**config.mk**
```make
export PLATFORM = sky130hd
export DESIGN_NAME = serial_config_bitstream_source
export DESIGN_NICKNAME = d
export VERILOG_FILES = /design/src/hdl/cfg_loader_pkg.sv /design/src/hdl/serial_config_bitstream_source.sv /design/src/hdl/cfg_stream_fifo.sv
export SDC_FILE = /design/constraint.sdc
export NUM_CORES = 2
export LEC_CHECK = 0
export BUFFER_PORTS_ARGS = -buffer_cell sky130_fd_sc_hd__buf_2
export CORE_AREA = 4 4 313 284
export DETAILED_ROUTE_END_ITERATION = 12
export DIE_AREA = 0 0 317 288
export PLACE_DENSITY = 0.79
export SYNTH_ARGS = -nofsm -noshare
export SYNTH_HDL_FRONTEND = slang
export SYNTH_SLANG_ARGS = --single-unit
```
**constraint.sdc**
```tcl
create_clock -name i_core_clk -period 3.1 [get_ports i_core_clk]
set_input_delay 0.465 -clock i_core_clk [delete_from_list [all_inputs] [get_ports i_core_clk]]
set_output_delay 0.465 -clock i_core_clk [all_outputs]
set_load 0.01 [all_outputs]
```
**src/hdl/cfg_loader_pkg.sv**
```systemverilog
// Shared constants and types for the serial configuration bitstream source
package cfg_loader_pkg;

  // Core clock period in nanoseconds (40 MHz)
  localparam int CLK_PERIOD_NS = 25;

  // Internal oscillator half period in nanoseconds
  localparam int OSC_HALF_NS = 50;

  // Half period in core cycles, rounded up so the serial clock never runs faster than intended
  localparam int OSC_HALF_CYC_RAW = (OSC_HALF_NS + CLK_PERIOD_NS - 1) / CLK_PERIOD_NS;
  localparam int OSC_HALF_CYC = (OSC_HALF_CYC_RAW < 1) ? 1 : OSC_HALF_CYC_RAW;

  // Default stored bitstream length in bits
  localparam int BIT_COUNT_DEF = 1024;

  // Default width of one stored word
  localparam int WORD_W_DEF = 8;

  // Default depth of the prefetch buffer
  localparam int FIFO_DEPTH_DEF = 16;

  // Values after reset
  localparam logic CASC_N_RST = 1'b1;
  localparam logic DCLK_RST = 1'b0;
  localparam logic DATA_OE_RST = 1'b0;
  localparam logic OE_PREV_RST = 1'b0;

  // Chain position decided when the output-enable pin is released
  typedef enum logic {
    MODE_LATER = 1'b0,
    MODE_FIRST = 1'b1
  } mode_e;

endpackage

```
**src/hdl/serial_config_bitstream_source.sv**
```systemverilog
// Serial configuration bitstream source: stored bits shifted out on a serial clock
`timescale 1ns/1ps
module serial_config_bitstream_source #(
  parameter int BIT_COUNT = cfg_loader_pkg::BIT_COUNT_DEF,
  parameter int WORD_W = cfg_loader_pkg::WORD_W_DEF,
  parameter int FIFO_DEPTH = cfg_loader_pkg::FIFO_DEPTH_DEF
) (
  input wire logic i_core_clk,
  input wire logic i_srst,
  input wire logic i_oe,
  input wire logic i_cs_n,
  input wire logic i_dclk,
  output logic o_dclk,
  output logic o_dclk_oe,
  output logic o_target_serial_data_in,
  output logic o_target_serial_data_oe,
  output logic o_cascade_select_out_n,
  input wire logic i_prog_wr,
  input wire logic [$clog2((BIT_COUNT + WORD_W - 1) / WORD_W)-1:0] i_prog_addr,
  input wire logic [WORD_W-1:0] i_prog_data
);

  // Sizes derived from the stored bitstream length, the word width and the oscillator half period
  localparam int WORDS = (BIT_COUNT + WORD_W - 1) / WORD_W;
  localparam int ADDR_W = (BIT_COUNT > 1) ? $clog2(BIT_COUNT) : 1;
  localparam int RD_W = $clog2(WORDS + 1);
  localparam int MA_W = (WORDS > 1) ? $clog2(WORDS) : 1; // Store word address width
  localparam int BL_W = $clog2(WORD_W + 1);
  localparam int DIV_W = $clog2(cfg_loader_pkg::OSC_HALF_CYC + 1);
  localparam logic [ADDR_W-1:0] FINAL = ADDR_W'(BIT_COUNT - 1);
  localparam logic [DIV_W-1:0] HALF_LAST = DIV_W'(cfg_loader_pkg::OSC_HALF_CYC - 1);

  // Nonvolatile store, written only by the programming port
  logic [WORD_W-1:0] mem [WORDS];

  // Registered state
  cfg_loader_pkg::mode_e mode; // Chain position
  logic oe_prev; // Enable level one cycle ago
  logic [ADDR_W-1:0] addr; // Bit address counter
  logic done; // All bits sent
  logic [RD_W-1:0] rd_addr; // Next word to prefetch
  logic [WORD_W-1:0] sh; // Word being serialised
  logic [BL_W-1:0] bits_left; // Bits of sh not yet passed
  logic loaded; // sh holds a valid word
  logic [DIV_W-1:0] div_cnt; // Oscillator divider
  logic dclk_int; // Oscillator output
  logic dclk_prev; // Sampled external clock, last cycle

  // Next values
  cfg_loader_pkg::mode_e next_mode;
  logic [ADDR_W-1:0] next_addr;
  logic next_done;
  logic [RD_W-1:0] next_rd_addr;
  logic [WORD_W-1:0] next_sh;
  logic [BL_W-1:0] next_bits_left;
  logic next_loaded;
  logic [DIV_W-1:0] next_div_cnt;
  logic next_dclk_int;
  logic next_data_oe;
  logic next_casc_n;

  // Decoded strobes
  logic oe_rise; // Enable just released
  logic osc_run; // Oscillator allowed to run
  logic dclk_rise; // Rising serial clock edge
  logic advance; // Counter steps this cycle
  logic word_last; // Current bit is the word's last

  // Prefetch buffer handshakes
  logic fifo_in_valid;
  logic fifo_in_ready;
  logic fifo_out_valid;
  logic fifo_out_ready;
  logic [WORD_W-1:0] fifo_out_data;

  // Programming port fills the store; contents survive any reset
  always_ff @(posedge i_core_clk) begin
    if (i_prog_wr) begin
      mem[i_prog_addr] <= i_prog_data;
    end
  end

  // Prefetch buffer: a slow serial clock stalls the reader once it fills
  cfg_stream_fifo #(
    .WIDTH(WORD_W),
    .DEPTH(FIFO_DEPTH)
  ) u_prefetch (
    .i_core_clk(i_core_clk),
    .i_srst(i_srst),
    .i_flush(!i_oe),
    .i_in_valid(fifo_in_valid),
    .o_in_ready(fifo_in_ready),
    .i_in_data(mem[(rd_addr < RD_W'(WORDS)) ? rd_addr[MA_W-1:0] : '0]),
    .o_out_valid(fifo_out_valid),
    .i_out_ready(fifo_out_ready),
    .o_out_data(fifo_out_data)
  );

  // Edge detection and enables
  always_comb begin
    oe_rise = i_oe && !oe_prev;
    // The oscillator also waits for a loaded word so a bit is always ready
    osc_run = (mode == cfg_loader_pkg::MODE_FIRST) && i_oe && !i_cs_n && !done && loaded;
    if (mode == cfg_loader_pkg::MODE_FIRST) begin
      dclk_rise = osc_run && (div_cnt == HALF_LAST) && !dclk_int;
    end else begin
      // Edge taken from the pin sampled on the core clock
      dclk_rise = i_dclk && !dclk_prev;
    end
    advance = dclk_rise && i_oe && !i_cs_n && !done && loaded;
    word_last = (bits_left == BL_W'(1));
    fifo_in_valid = i_oe && (rd_addr < RD_W'(WORDS));
    fifo_out_ready = i_oe && (!loaded || (advance && word_last));
  end

  // Next-state computation
  always_comb begin
    next_mode = mode;
    next_addr = addr;
    next_done = done;
    next_rd_addr = rd_addr;
    next_sh = sh;
    next_bits_left = bits_left;
    next_loaded = loaded;
    next_div_cnt = div_cnt;
    next_dclk_int = dclk_int;
    if (oe_rise) begin
      // Chain position follows chip select at the release
      next_mode = i_cs_n ? cfg_loader_pkg::MODE_LATER : cfg_loader_pkg::MODE_FIRST;
    end
    if (!i_oe) begin
      // Enable low is the reset: counter, stream and clock all return home
      next_addr = '0;
      next_done = 1'b0;
      next_rd_addr = '0;
      next_loaded = 1'b0;
      next_bits_left = '0;
      next_div_cnt = '0;
      next_dclk_int = 1'b0;
    end else begin
      // Word prefetch from the store
      if (fifo_in_valid && fifo_in_ready) begin
        next_rd_addr = RD_W'(rd_addr + 1'b1);
      end
      // Bit address counter
      if (advance) begin
        if (addr == FINAL) begin
          next_done = 1'b1;
        end else begin
          next_addr = ADDR_W'(addr + 1'b1);
        end
      end
      // Serialiser: shift within a word, reload between words
      if (advance && !word_last) begin
        next_sh = {1'b0, sh[WORD_W-1:1]};
        next_bits_left = BL_W'(bits_left - 1'b1);
      end else if (!loaded || (advance && word_last)) begin
        if (fifo_out_valid) begin
          next_sh = fifo_out_data;
          next_bits_left = BL_W'(WORD_W);
          next_loaded = 1'b1;
        end else begin
          next_loaded = 1'b0;
        end
      end
      // Internal oscillator: divider of the core clock
      if (osc_run) begin
        if (div_cnt == HALF_LAST) begin
          next_div_cnt = '0;
          next_dclk_int = !dclk_int;
        end else begin
          next_div_cnt = DIV_W'(div_cnt + 1'b1);
        end
      end else begin
        next_div_cnt = '0;
        next_dclk_int = 1'b0;
      end
    end
    // Data drives only while enabled, selected and not finished
    next_data_oe = i_oe && !i_cs_n && !next_done;
    next_casc_n = (next_addr != FINAL);
  end

  // Register stage; every output is a flip-flop
  always_ff @(posedge i_core_clk) begin
    if (i_srst) begin
      mode <= cfg_loader_pkg::MODE_LATER;
      oe_prev <= cfg_loader_pkg::OE_PREV_RST;
      addr <= '0;
      done <= 1'b0;
      rd_addr <= '0;
      sh <= '0;
      bits_left <= '0;
      loaded <= 1'b0;
      div_cnt <= '0;
      dclk_int <= cfg_loader_pkg::DCLK_RST;
      dclk_prev <= 1'b0;
      o_dclk <= cfg_loader_pkg::DCLK_RST;
      o_dclk_oe <= 1'b0;
      o_target_serial_data_in <= 1'b0;
      o_target_serial_data_oe <= cfg_loader_pkg::DATA_OE_RST;
      o_cascade_select_out_n <= cfg_loader_pkg::CASC_N_RST;
    end else begin
      mode <= next_mode;
      oe_prev <= i_oe;
      addr <= next_addr;
      done <= next_done;
      rd_addr <= next_rd_addr;
      sh <= next_sh;
      bits_left <= next_bits_left;
      loaded <= next_loaded;
      div_cnt <= next_div_cnt;
      dclk_int <= next_dclk_int;
      dclk_prev <= i_dclk;
      o_dclk <= next_dclk_int;
      o_dclk_oe <= (next_mode == cfg_loader_pkg::MODE_FIRST);
      o_target_serial_data_in <= next_sh[0];
      o_target_serial_data_oe <= next_data_oe;
      o_cascade_select_out_n <= next_casc_n;
    end
  end
endmodule

```
**src/hdl/cfg_stream_fifo.sv**
```systemverilog
// Synchronous word FIFO with valid/ready on both sides and a flush input
`timescale 1ns/1ps
module cfg_stream_fifo #(
  parameter int WIDTH = 8,
  parameter int DEPTH = 16
) (
  input wire logic i_core_clk,
  input wire logic i_srst,
  input wire logic i_flush,
  input wire logic i_in_valid,
  output logic o_in_ready,
  input wire logic [WIDTH-1:0] i_in_data,
  output logic o_out_valid,
  input wire logic i_out_ready,
  output logic [WIDTH-1:0] o_out_data
);

  localparam int PTR_W = (DEPTH > 1) ? $clog2(DEPTH) : 1;
  localparam int CNT_W = $clog2(DEPTH + 1);

  // Storage and pointers
  logic [WIDTH-1:0] store [DEPTH];
  logic [PTR_W-1:0] wr_ptr;
  logic [PTR_W-1:0] rd_ptr;
  logic [CNT_W-1:0] count;
  logic [PTR_W-1:0] next_wr_ptr;
  logic [PTR_W-1:0] next_rd_ptr;
  logic [CNT_W-1:0] next_count;
  logic push;
  logic pop;

  // Full and empty come straight from the occupancy count
  assign o_in_ready = (count != CNT_W'(DEPTH));
  assign o_out_valid = (count != '0);
  assign o_out_data = store[rd_ptr];

  // Pointer and count update
  always_comb begin
    push = i_in_valid && o_in_ready;
    pop = o_out_valid && i_out_ready;
    next_wr_ptr = wr_ptr;
    next_rd_ptr = rd_ptr;
    next_count = count;
    if (i_flush) begin
      // Flush drops everything, including a push in the same cycle
      next_wr_ptr = '0;
      next_rd_ptr = '0;
      next_count = '0;
    end else begin
      if (push) begin
        next_wr_ptr = (wr_ptr == PTR_W'(DEPTH - 1)) ? '0 : PTR_W'(wr_ptr + 1'b1);
      end
      if (pop) begin
        next_rd_ptr = (rd_ptr == PTR_W'(DEPTH - 1)) ? '0 : PTR_W'(rd_ptr + 1'b1);
      end
      if (push && !pop) begin
        next_count = CNT_W'(count + 1'b1);
      end else if (pop && !push) begin
        next_count = CNT_W'(count - 1'b1);
      end
    end
  end

  // Register stage
  always_ff @(posedge i_core_clk) begin
    if (i_srst) begin
      wr_ptr <= '0;
      rd_ptr <= '0;
      count <= '0;
    end else begin
      wr_ptr <= next_wr_ptr;
      rd_ptr <= next_rd_ptr;
      count <= next_count;
    end
  end

  // Data array carries no reset
  always_ff @(posedge i_core_clk) begin
    if (push && !i_flush) begin
      store[wr_ptr] <= i_in_data;
    end
  end

endmodule

```
# Word-level counts from Yosys, hierarchy flattened

Memory sizes are Yosys's and may differ from the RTL's. A register that Yosys moved wholly into a read port is not among the register bits.
Cells that the tools add are included.

Input port bits: 21
Word-level logic and storage cells: 108
Output and inout port bits: 5
Register bits: 53
Memories kept: 2
Bits in writable memories: 1152

Bitwise operators: 3
Equality and inequality tests: 7
Add/subtract/negate cells: 8
Multiplexer cells: 26
Magnitude comparators: 1
Reduce and logical (&&, ||, !) cells: 44

Memory list:

| memory           | words | width | rd ports | clocked after Yosys merged registers in | write ports | RTL line                             | RTL |
|---|---|---|---|---|---|---|---|
| mem              | 128   | 8     | 1        | 0                                       | 1           | serial_config_bitstream_source.sv:34 | `logic [WORD_W-1:0] mem [WORDS];` |
| u_prefetch.store | 16    | 8     | 1        | 1                                       | 1           | cfg_stream_fifo.sv:22                | `logic [WIDTH-1:0] store [DEPTH];` |

Operator list:

| operator              | number |
|---|---|
| $mux 10               | 3 |
| $mux 4                | 7 |
| $mux 8                | 3 |
| $logic_and 1x1->1     | 23 |
| $add 10x1->10 const B | 1 |
| $eq 10x10->1 const B  | 1 |
| $logic_not 1->1       | 10 |
| $mux 1                | 10 |
| $mux 5                | 2 |
| $ne 10x10->1 const B  | 1 |
| $add 4x1->4 const B   | 2 |
| $add 8x1->8 const B   | 1 |
| $eq 4x4->1 const B    | 2 |
| $lt 8x8->1 const B    | 1 |
| $mux 7                | 1 |
| $reduce_bool 2->1     | 3 |
| $add 5x1->5 const B   | 1 |
| $ne 5x5->1 const B    | 1 |
| $reduce_bool 5->1     | 1 |
| $sub 5x1->5 const B   | 1 |
| $eq 4x1->1 const B    | 1 |
| $reduce_and 2->1      | 2 |
| $reduce_or 4->1       | 1 |
| $sub 4x1->4 const B   | 1 |
| 7 further kinds       | 9 |

# Depth between registers and ports, before layout

Depth after elaboration: 18
Depth in mapped cells: 17
Depth with buffers taken out: 16

# By module

A second synthesis with hierarchy kept.

Cell total of the unflattened synthesis: 2987
Area, all modules: 48557.8 µm²

Modules (own cells, without submodules):

| module                         | times used | cells each | area each (µm²) | sequential area each (µm²) |
|---|---|---|---|---|
| serial_config_bitstream_source | 1          | 2675       | 42742.2         | 31550.3 |
| cfg_stream_fifo                | 1          | 312        | 5815.6          | 4184.0 |

# Worst setup path after synthesis

No wires, ideal clock.

Path type: flip-flop to flip-flop
Start point: register div_cnt[1]
End point: register u_prefetch.count[4]
Library setup time: 71 ps
Slack: 60 ps
Stages on the path, launching flop included: 17
Arrival time: 2970 ps
Required time: 3029 ps
Period minus slack after synthesis: 3040 ps
Path buffers: 1
Cells stage by stage: dfxtp_1 > inv_1 > ha_1 > and3b_1 > o211ai_1 > o21ai_0 > and3b_1 > buf_2 > inv_1 > ha_1 > inv_1 > fa_1 > a21o_1 > a21oi_1 > xnor2_1 > or3_1 > a21oi_1

Word-level cells in the longest chain between the ends: 15
Elaborated cells between the ends (all ways): 17
Classes of those cells: eq/ne: 1; mux: 2; reduce/logical: 14

RTL lines:

| element                                     | RTL line                              | RTL |
|---|---|---|
| start, declared                             | serial_config_bitstream_source.sv:45  | `logic [DIV_W-1:0] div_cnt;` |
| start signal, assigned                      | serial_config_bitstream_source.sv:212 | `div_cnt <= next_div_cnt;` |
| $eq 2x1->1 *                                | serial_config_bitstream_source.sv:105 | `dclk_rise = osc_run && (div_cnt == HALF_LAST) && !dclk_int;` |
| $logic_and 1x1->1 * (2 in a row)            | serial_config_bitstream_source.sv:105 |  |
| $mux 1 *                                    | serial_config_bitstream_source.sv:104 | `if (mode == cfg_loader_pkg::MODE_FIRST) begin` |
| $logic_and 1x1->1 * (4 in a row)            | serial_config_bitstream_source.sv:110 | `advance = dclk_rise && i_oe && !i_cs_n && !done && loaded;` |
| $logic_and 1x1->1 *                         | serial_config_bitstream_source.sv:113 | `fifo_out_ready = i_oe && (!loaded \|\| (advance && word_last));` |
| $logic_or 1x1->1 *                          | serial_config_bitstream_source.sv:113 |  |
| $logic_and 1x1->1 *                         | serial_config_bitstream_source.sv:113 |  |
| $logic_and 1x1->1 *                         | cfg_stream_fifo.sv:40                 | `pop = o_out_valid && i_out_ready;` |
| $logic_not 1->1                             | cfg_stream_fifo.sv:56                 | `if (push && !pop) begin` |
| $logic_and 1x1->1                           | cfg_stream_fifo.sv:56                 |  |
| $mux 5 or $reduce_bool 2->1 (tied branches) | -                                     |  |
| end signal, assigned                        | cfg_stream_fifo.sv:73                 | `count <= next_count;` |
| end, declared                               | cfg_stream_fifo.sv:25                 | `logic [CNT_W-1:0] count;` |

Mark *: on every way between the ends. The rest lies on a longest branch, timed or not.
A chain may end at the register's enable or synchronous reset.

# Worst setup path in the final report

Start point: register rd_addr[0]
End point: memory u_prefetch.store[2][5], data pin

Word-level cells in the longest chain between the ends: 3

RTL lines:

| element                     | RTL line                              | RTL |
|---|---|---|
| start, declared             | serial_config_bitstream_source.sv:41  | `logic [RD_W-1:0] rd_addr;` |
| start signal, assigned      | serial_config_bitstream_source.sv:208 | `rd_addr <= next_rd_addr;` |
| $lt 8x8->1                  | serial_config_bitstream_source.sv:93  | `.i_in_data(mem[(rd_addr < RD_W'(WORDS)) ? rd_addr[MA_W-1:0] : '0]),` |
| $mux 7 *                    | serial_config_bitstream_source.sv:93  |  |
| $mem_v2 128x8 *             | -                                     |  |
| net u_prefetch.i_in_data[5] | cfg_stream_fifo.sv:12                 | `input wire logic [WIDTH-1:0] i_in_data,` |
| end, declared               | cfg_stream_fifo.sv:22                 |  |

Mark *: on every way through the listed nets, which the timed path passes. The rest lies on a longest branch.

==> run summary <==
status = complete, but fails checks
failing checks = negative setup slack
DR DRC count = 0
CP max stage cell = dfxtp_4
Clock transition at path regs = 0.07 ns
total leakage power = 17.4 nW
multi-input logic area = 11,600 µm²
TritonCTS clock tree = built
Worst Tran Pin Value = 0.907 ns
Worst Path Max Fanout = 17
CP peak stage delay = 0.45 ns
clock sink total = 1,209
Setup TNS = -0.681 ns
Avg Inst Size Synth = 16.4 µm²
antenna violations before repair = 2
Final Cell Area = 55,000 µm²
FF+latch area = 35,700 µm²
io pins = 26
f_max = 318 MHz
Yosys cell types = 72
R2R depth = 9
routability cong. = 0.941
P per Cell Area = 625 nW/µm²
Die W = 317 µm
Buf/Inv on CP = 2
die footprint = 91,300 µm²
Worst Slack Setup Final = -0.0472 ns
Overall Power = 34.4 mW
global-route wire length before repair = 180,000 µm
mapped cell area = 48,500 µm²
Syn Inst Count = 2,962
flops & latches, synth = 1,209
total wire length = 122,000 µm
deepest clock path buffer count = 3
DP HPWL = 75,500 µm
min Tclk post-route = 3.15 ns
Ys Warns = 0
Peak VDD IR = 0.677 mV
number of synthesized flops with an enable pin = 1,152
number of global-route vias before repair = 28,351
Worst EP arrival = 3.67 ns
Synth Net Count = 2,998
via count = 28,898
Area growth, synth to finish = 13.5%
Core ar. = 85,600 µm²
vias per cell = 6.59
cell family with most CP delay = compound AO/OA/AOI/OAI gates
Clock Skews = 0.0424 ns
Hold Path Class = primary input to register
Initial Utilization = 56.6%
Max-slew headroom = 39.3%
final hold vios = 0
max_cap viols = 0
Period Utilization, post-route = 102%
layout cell share with drive strength beyond 1 = 21.8%
Synth async-reset ratio = 0%
Die Y = 288 µm
crit-path cells = or2_1 -> o21ai_4 -> buf_4 -> a222oi_1 -> o21ai_0 -> o311ai_0 -> o211ai_1 -> nor4b_2 -> buf_4
GR Util All Layers = 26.5%
DRT antenna net count = 0
Cell Area, Placed = 51,100 µm²
FILL cells = 5,594
Avg WL per Cell = 27.8 µm
Synth Flop Type = edfxtp_1
Crit. End Element = register
Crit path top cell by count = buf_4
CTS root buf = clkbuf_16
DR iter-0 viols = 4,355
WS Path Type = register to register
WP data required = 3.62 ns
GRT Residual Overflow = 0
# port buffers = 25
Seq/Total Area, Yosys = 73.7%
final count of negative-setup-slack endpoints = 16
row cnt = 102
WHS Path Cells = 2
CP Depth = 9
H-tree depth = 3
First-pass DRT Iterations = 6
Final nets = 3,181
CTS Buf Count = 112
startpoint types = register
Slew Viols, Final = 0
worst skew pair latency = 0.70 ns
pre-CTS setup slack = -0.0916 ns
largest net degree at the start of global routing = 87
==> flip-flops by register name (all words and copies together) (netlist names), named ones only <==
register,flops
mem,1024
u_prefetch.store,128
addr,10
rd_addr,8
sh,8
u_prefetch.count,5
bits_left,4
u_prefetch.rd_ptr,4
u_prefetch.wr_ptr,4
div_cnt,2
dclk_int,1
dclk_prev,1
done,1
loaded,1
mode,1
o_cascade_select_out_n,1
o_target_serial_data_oe,1
oe_prev,1
==> worst reg2reg max path: stages (launching register included) <==
cell and delay (ns):
dfxtp_4 0.45, or2_1 0.31, o21ai_4 0.39, buf_4 0.39, a222oi_1 0.15, o21ai_0 0.24, o311ai_0 0.25, o211ai_1 0.17
nor4b_2 0.36, buf_4 0.28
==> logic make-up after synthesis <==
family | Yosys count | synth area share [%]
simple gates | 483 | 4.65
mux | 338 | 9.02
flops | 1209 | 73.7
buf+inv | 237 | 2.57
fa+ha+maj | 15 | 0.403
compound gates | 660 | 9.28
xor+xnor | 20 | 0.361
==> report_power, final <==
| part | leakage, nW | internal [mW] | switching (mW) |
|---|---|---|---|
| clock network | 1.79 | 7.81 | 5.99 |
| logic | 4.79 | 0.970 | 1.51 |
| registers | 10.8 | 18.0 | 0.0829 |
| total | 17.4 | 26.8 | 7.58 |
==> layout make-up <==
class                      count  area share [%]
clock buffer                 136            5.30
timing repair buffer         271            4.36
inverter                      35           0.239
multi-input combinational   1516            21.1
antenna                        1         0.00455
clock inverter                74            1.41
sequential                  1209            65.0
tap                         1144            2.60
==> cells in the mapped netlist, types with 11 or more instances <==
cell,count,area (µm²)
a222oi_1,47,470
a311oi_1,16,140
xor2_1,12,105
mux4_2,63,1420
mux2i_1,116,1160
clkbuf_1,75,282
nor2b_1,17,106
ha_1,14,175
o21ai_0,104,521
o22a_1,24,210
buf_4,25,188
inv_1,35,131
o211ai_1,18,135
dfxtp_1,57,1140
mux2_2,159,1790
a21oi_1,153,766
buf_2,75,375
edfxtp_1,1152,34600
a211o_1,11,96.3
a221oi_1,15,131
a211oi_1,68,510
nand2_1,93,349
o22ai_1,93,582
nand2b_1,18,113
o32ai_1,15,131
buf_6,15,169
nor3b_1,11,82.6
o221ai_1,24,210
nor3_1,26,130
a31oi_1,20,125
nor2_1,248,931
nand3_1,19,95.1
==> cells in the final DEF (no fill, tap or decap), drive strengths merged, types with 28 or more instances in the layout <==
cell    count
a222oi     47
a211oi     69
a21oi     153
buf       266
inv        41
dfxtp      57
nor2      250
clkbuf    138
edfxtp   1152
o22ai      93
mux2      159
mux2i     116
nor3       28
nand2      93
clkinv     49
o21ai     111
mux4       63
==> stage by stage <==
stage                     hold slack, ns  instances  util [%]
after floorplan                    0.404       2962         -
after global placement             0.418       4162      59.7
after detailed placement           0.441       4162      59.7
after CTS                         0.0672       4378      64.1
after global routing              0.0914       4385      64.2
final                             0.0986       4386      64.3
==> layer usage <==
layer / vias to the layer above / global-route usage (%) / wire length [µm]
met5: - / 0 / 12
met4: 2 / 9.68 / 4580
met3: 300 / 6.13 / 14800
met2: 1998 / 41.8 / 57500
met1: 14388 / 36.5 / 44900
li1: 12210 / - / -
==> final timing paths <==
check / from / endpoint / slack (ns)
hold / removal: i_srst / sh[7] / 0.1
setup reg to reg: rd_addr[0] / u_prefetch.store[2][5] / -0.05
setup / recovery: rd_addr[0] / u_prefetch.store[2][5] / -0.05
hold reg to reg: div_cnt[0] / div_cnt[0] / 0.46
==> what timing repair did <==
action,4_1_cts,5_1_grt
pin swaps,1,1
hold endpoints to repair,3,0
setup endpoints to repair,65,106
gates resized for setup,8,19
buffers inserted,4,5
hold buffers,2,0
cloned,0,2
Power figures use the tool's default switching activity.
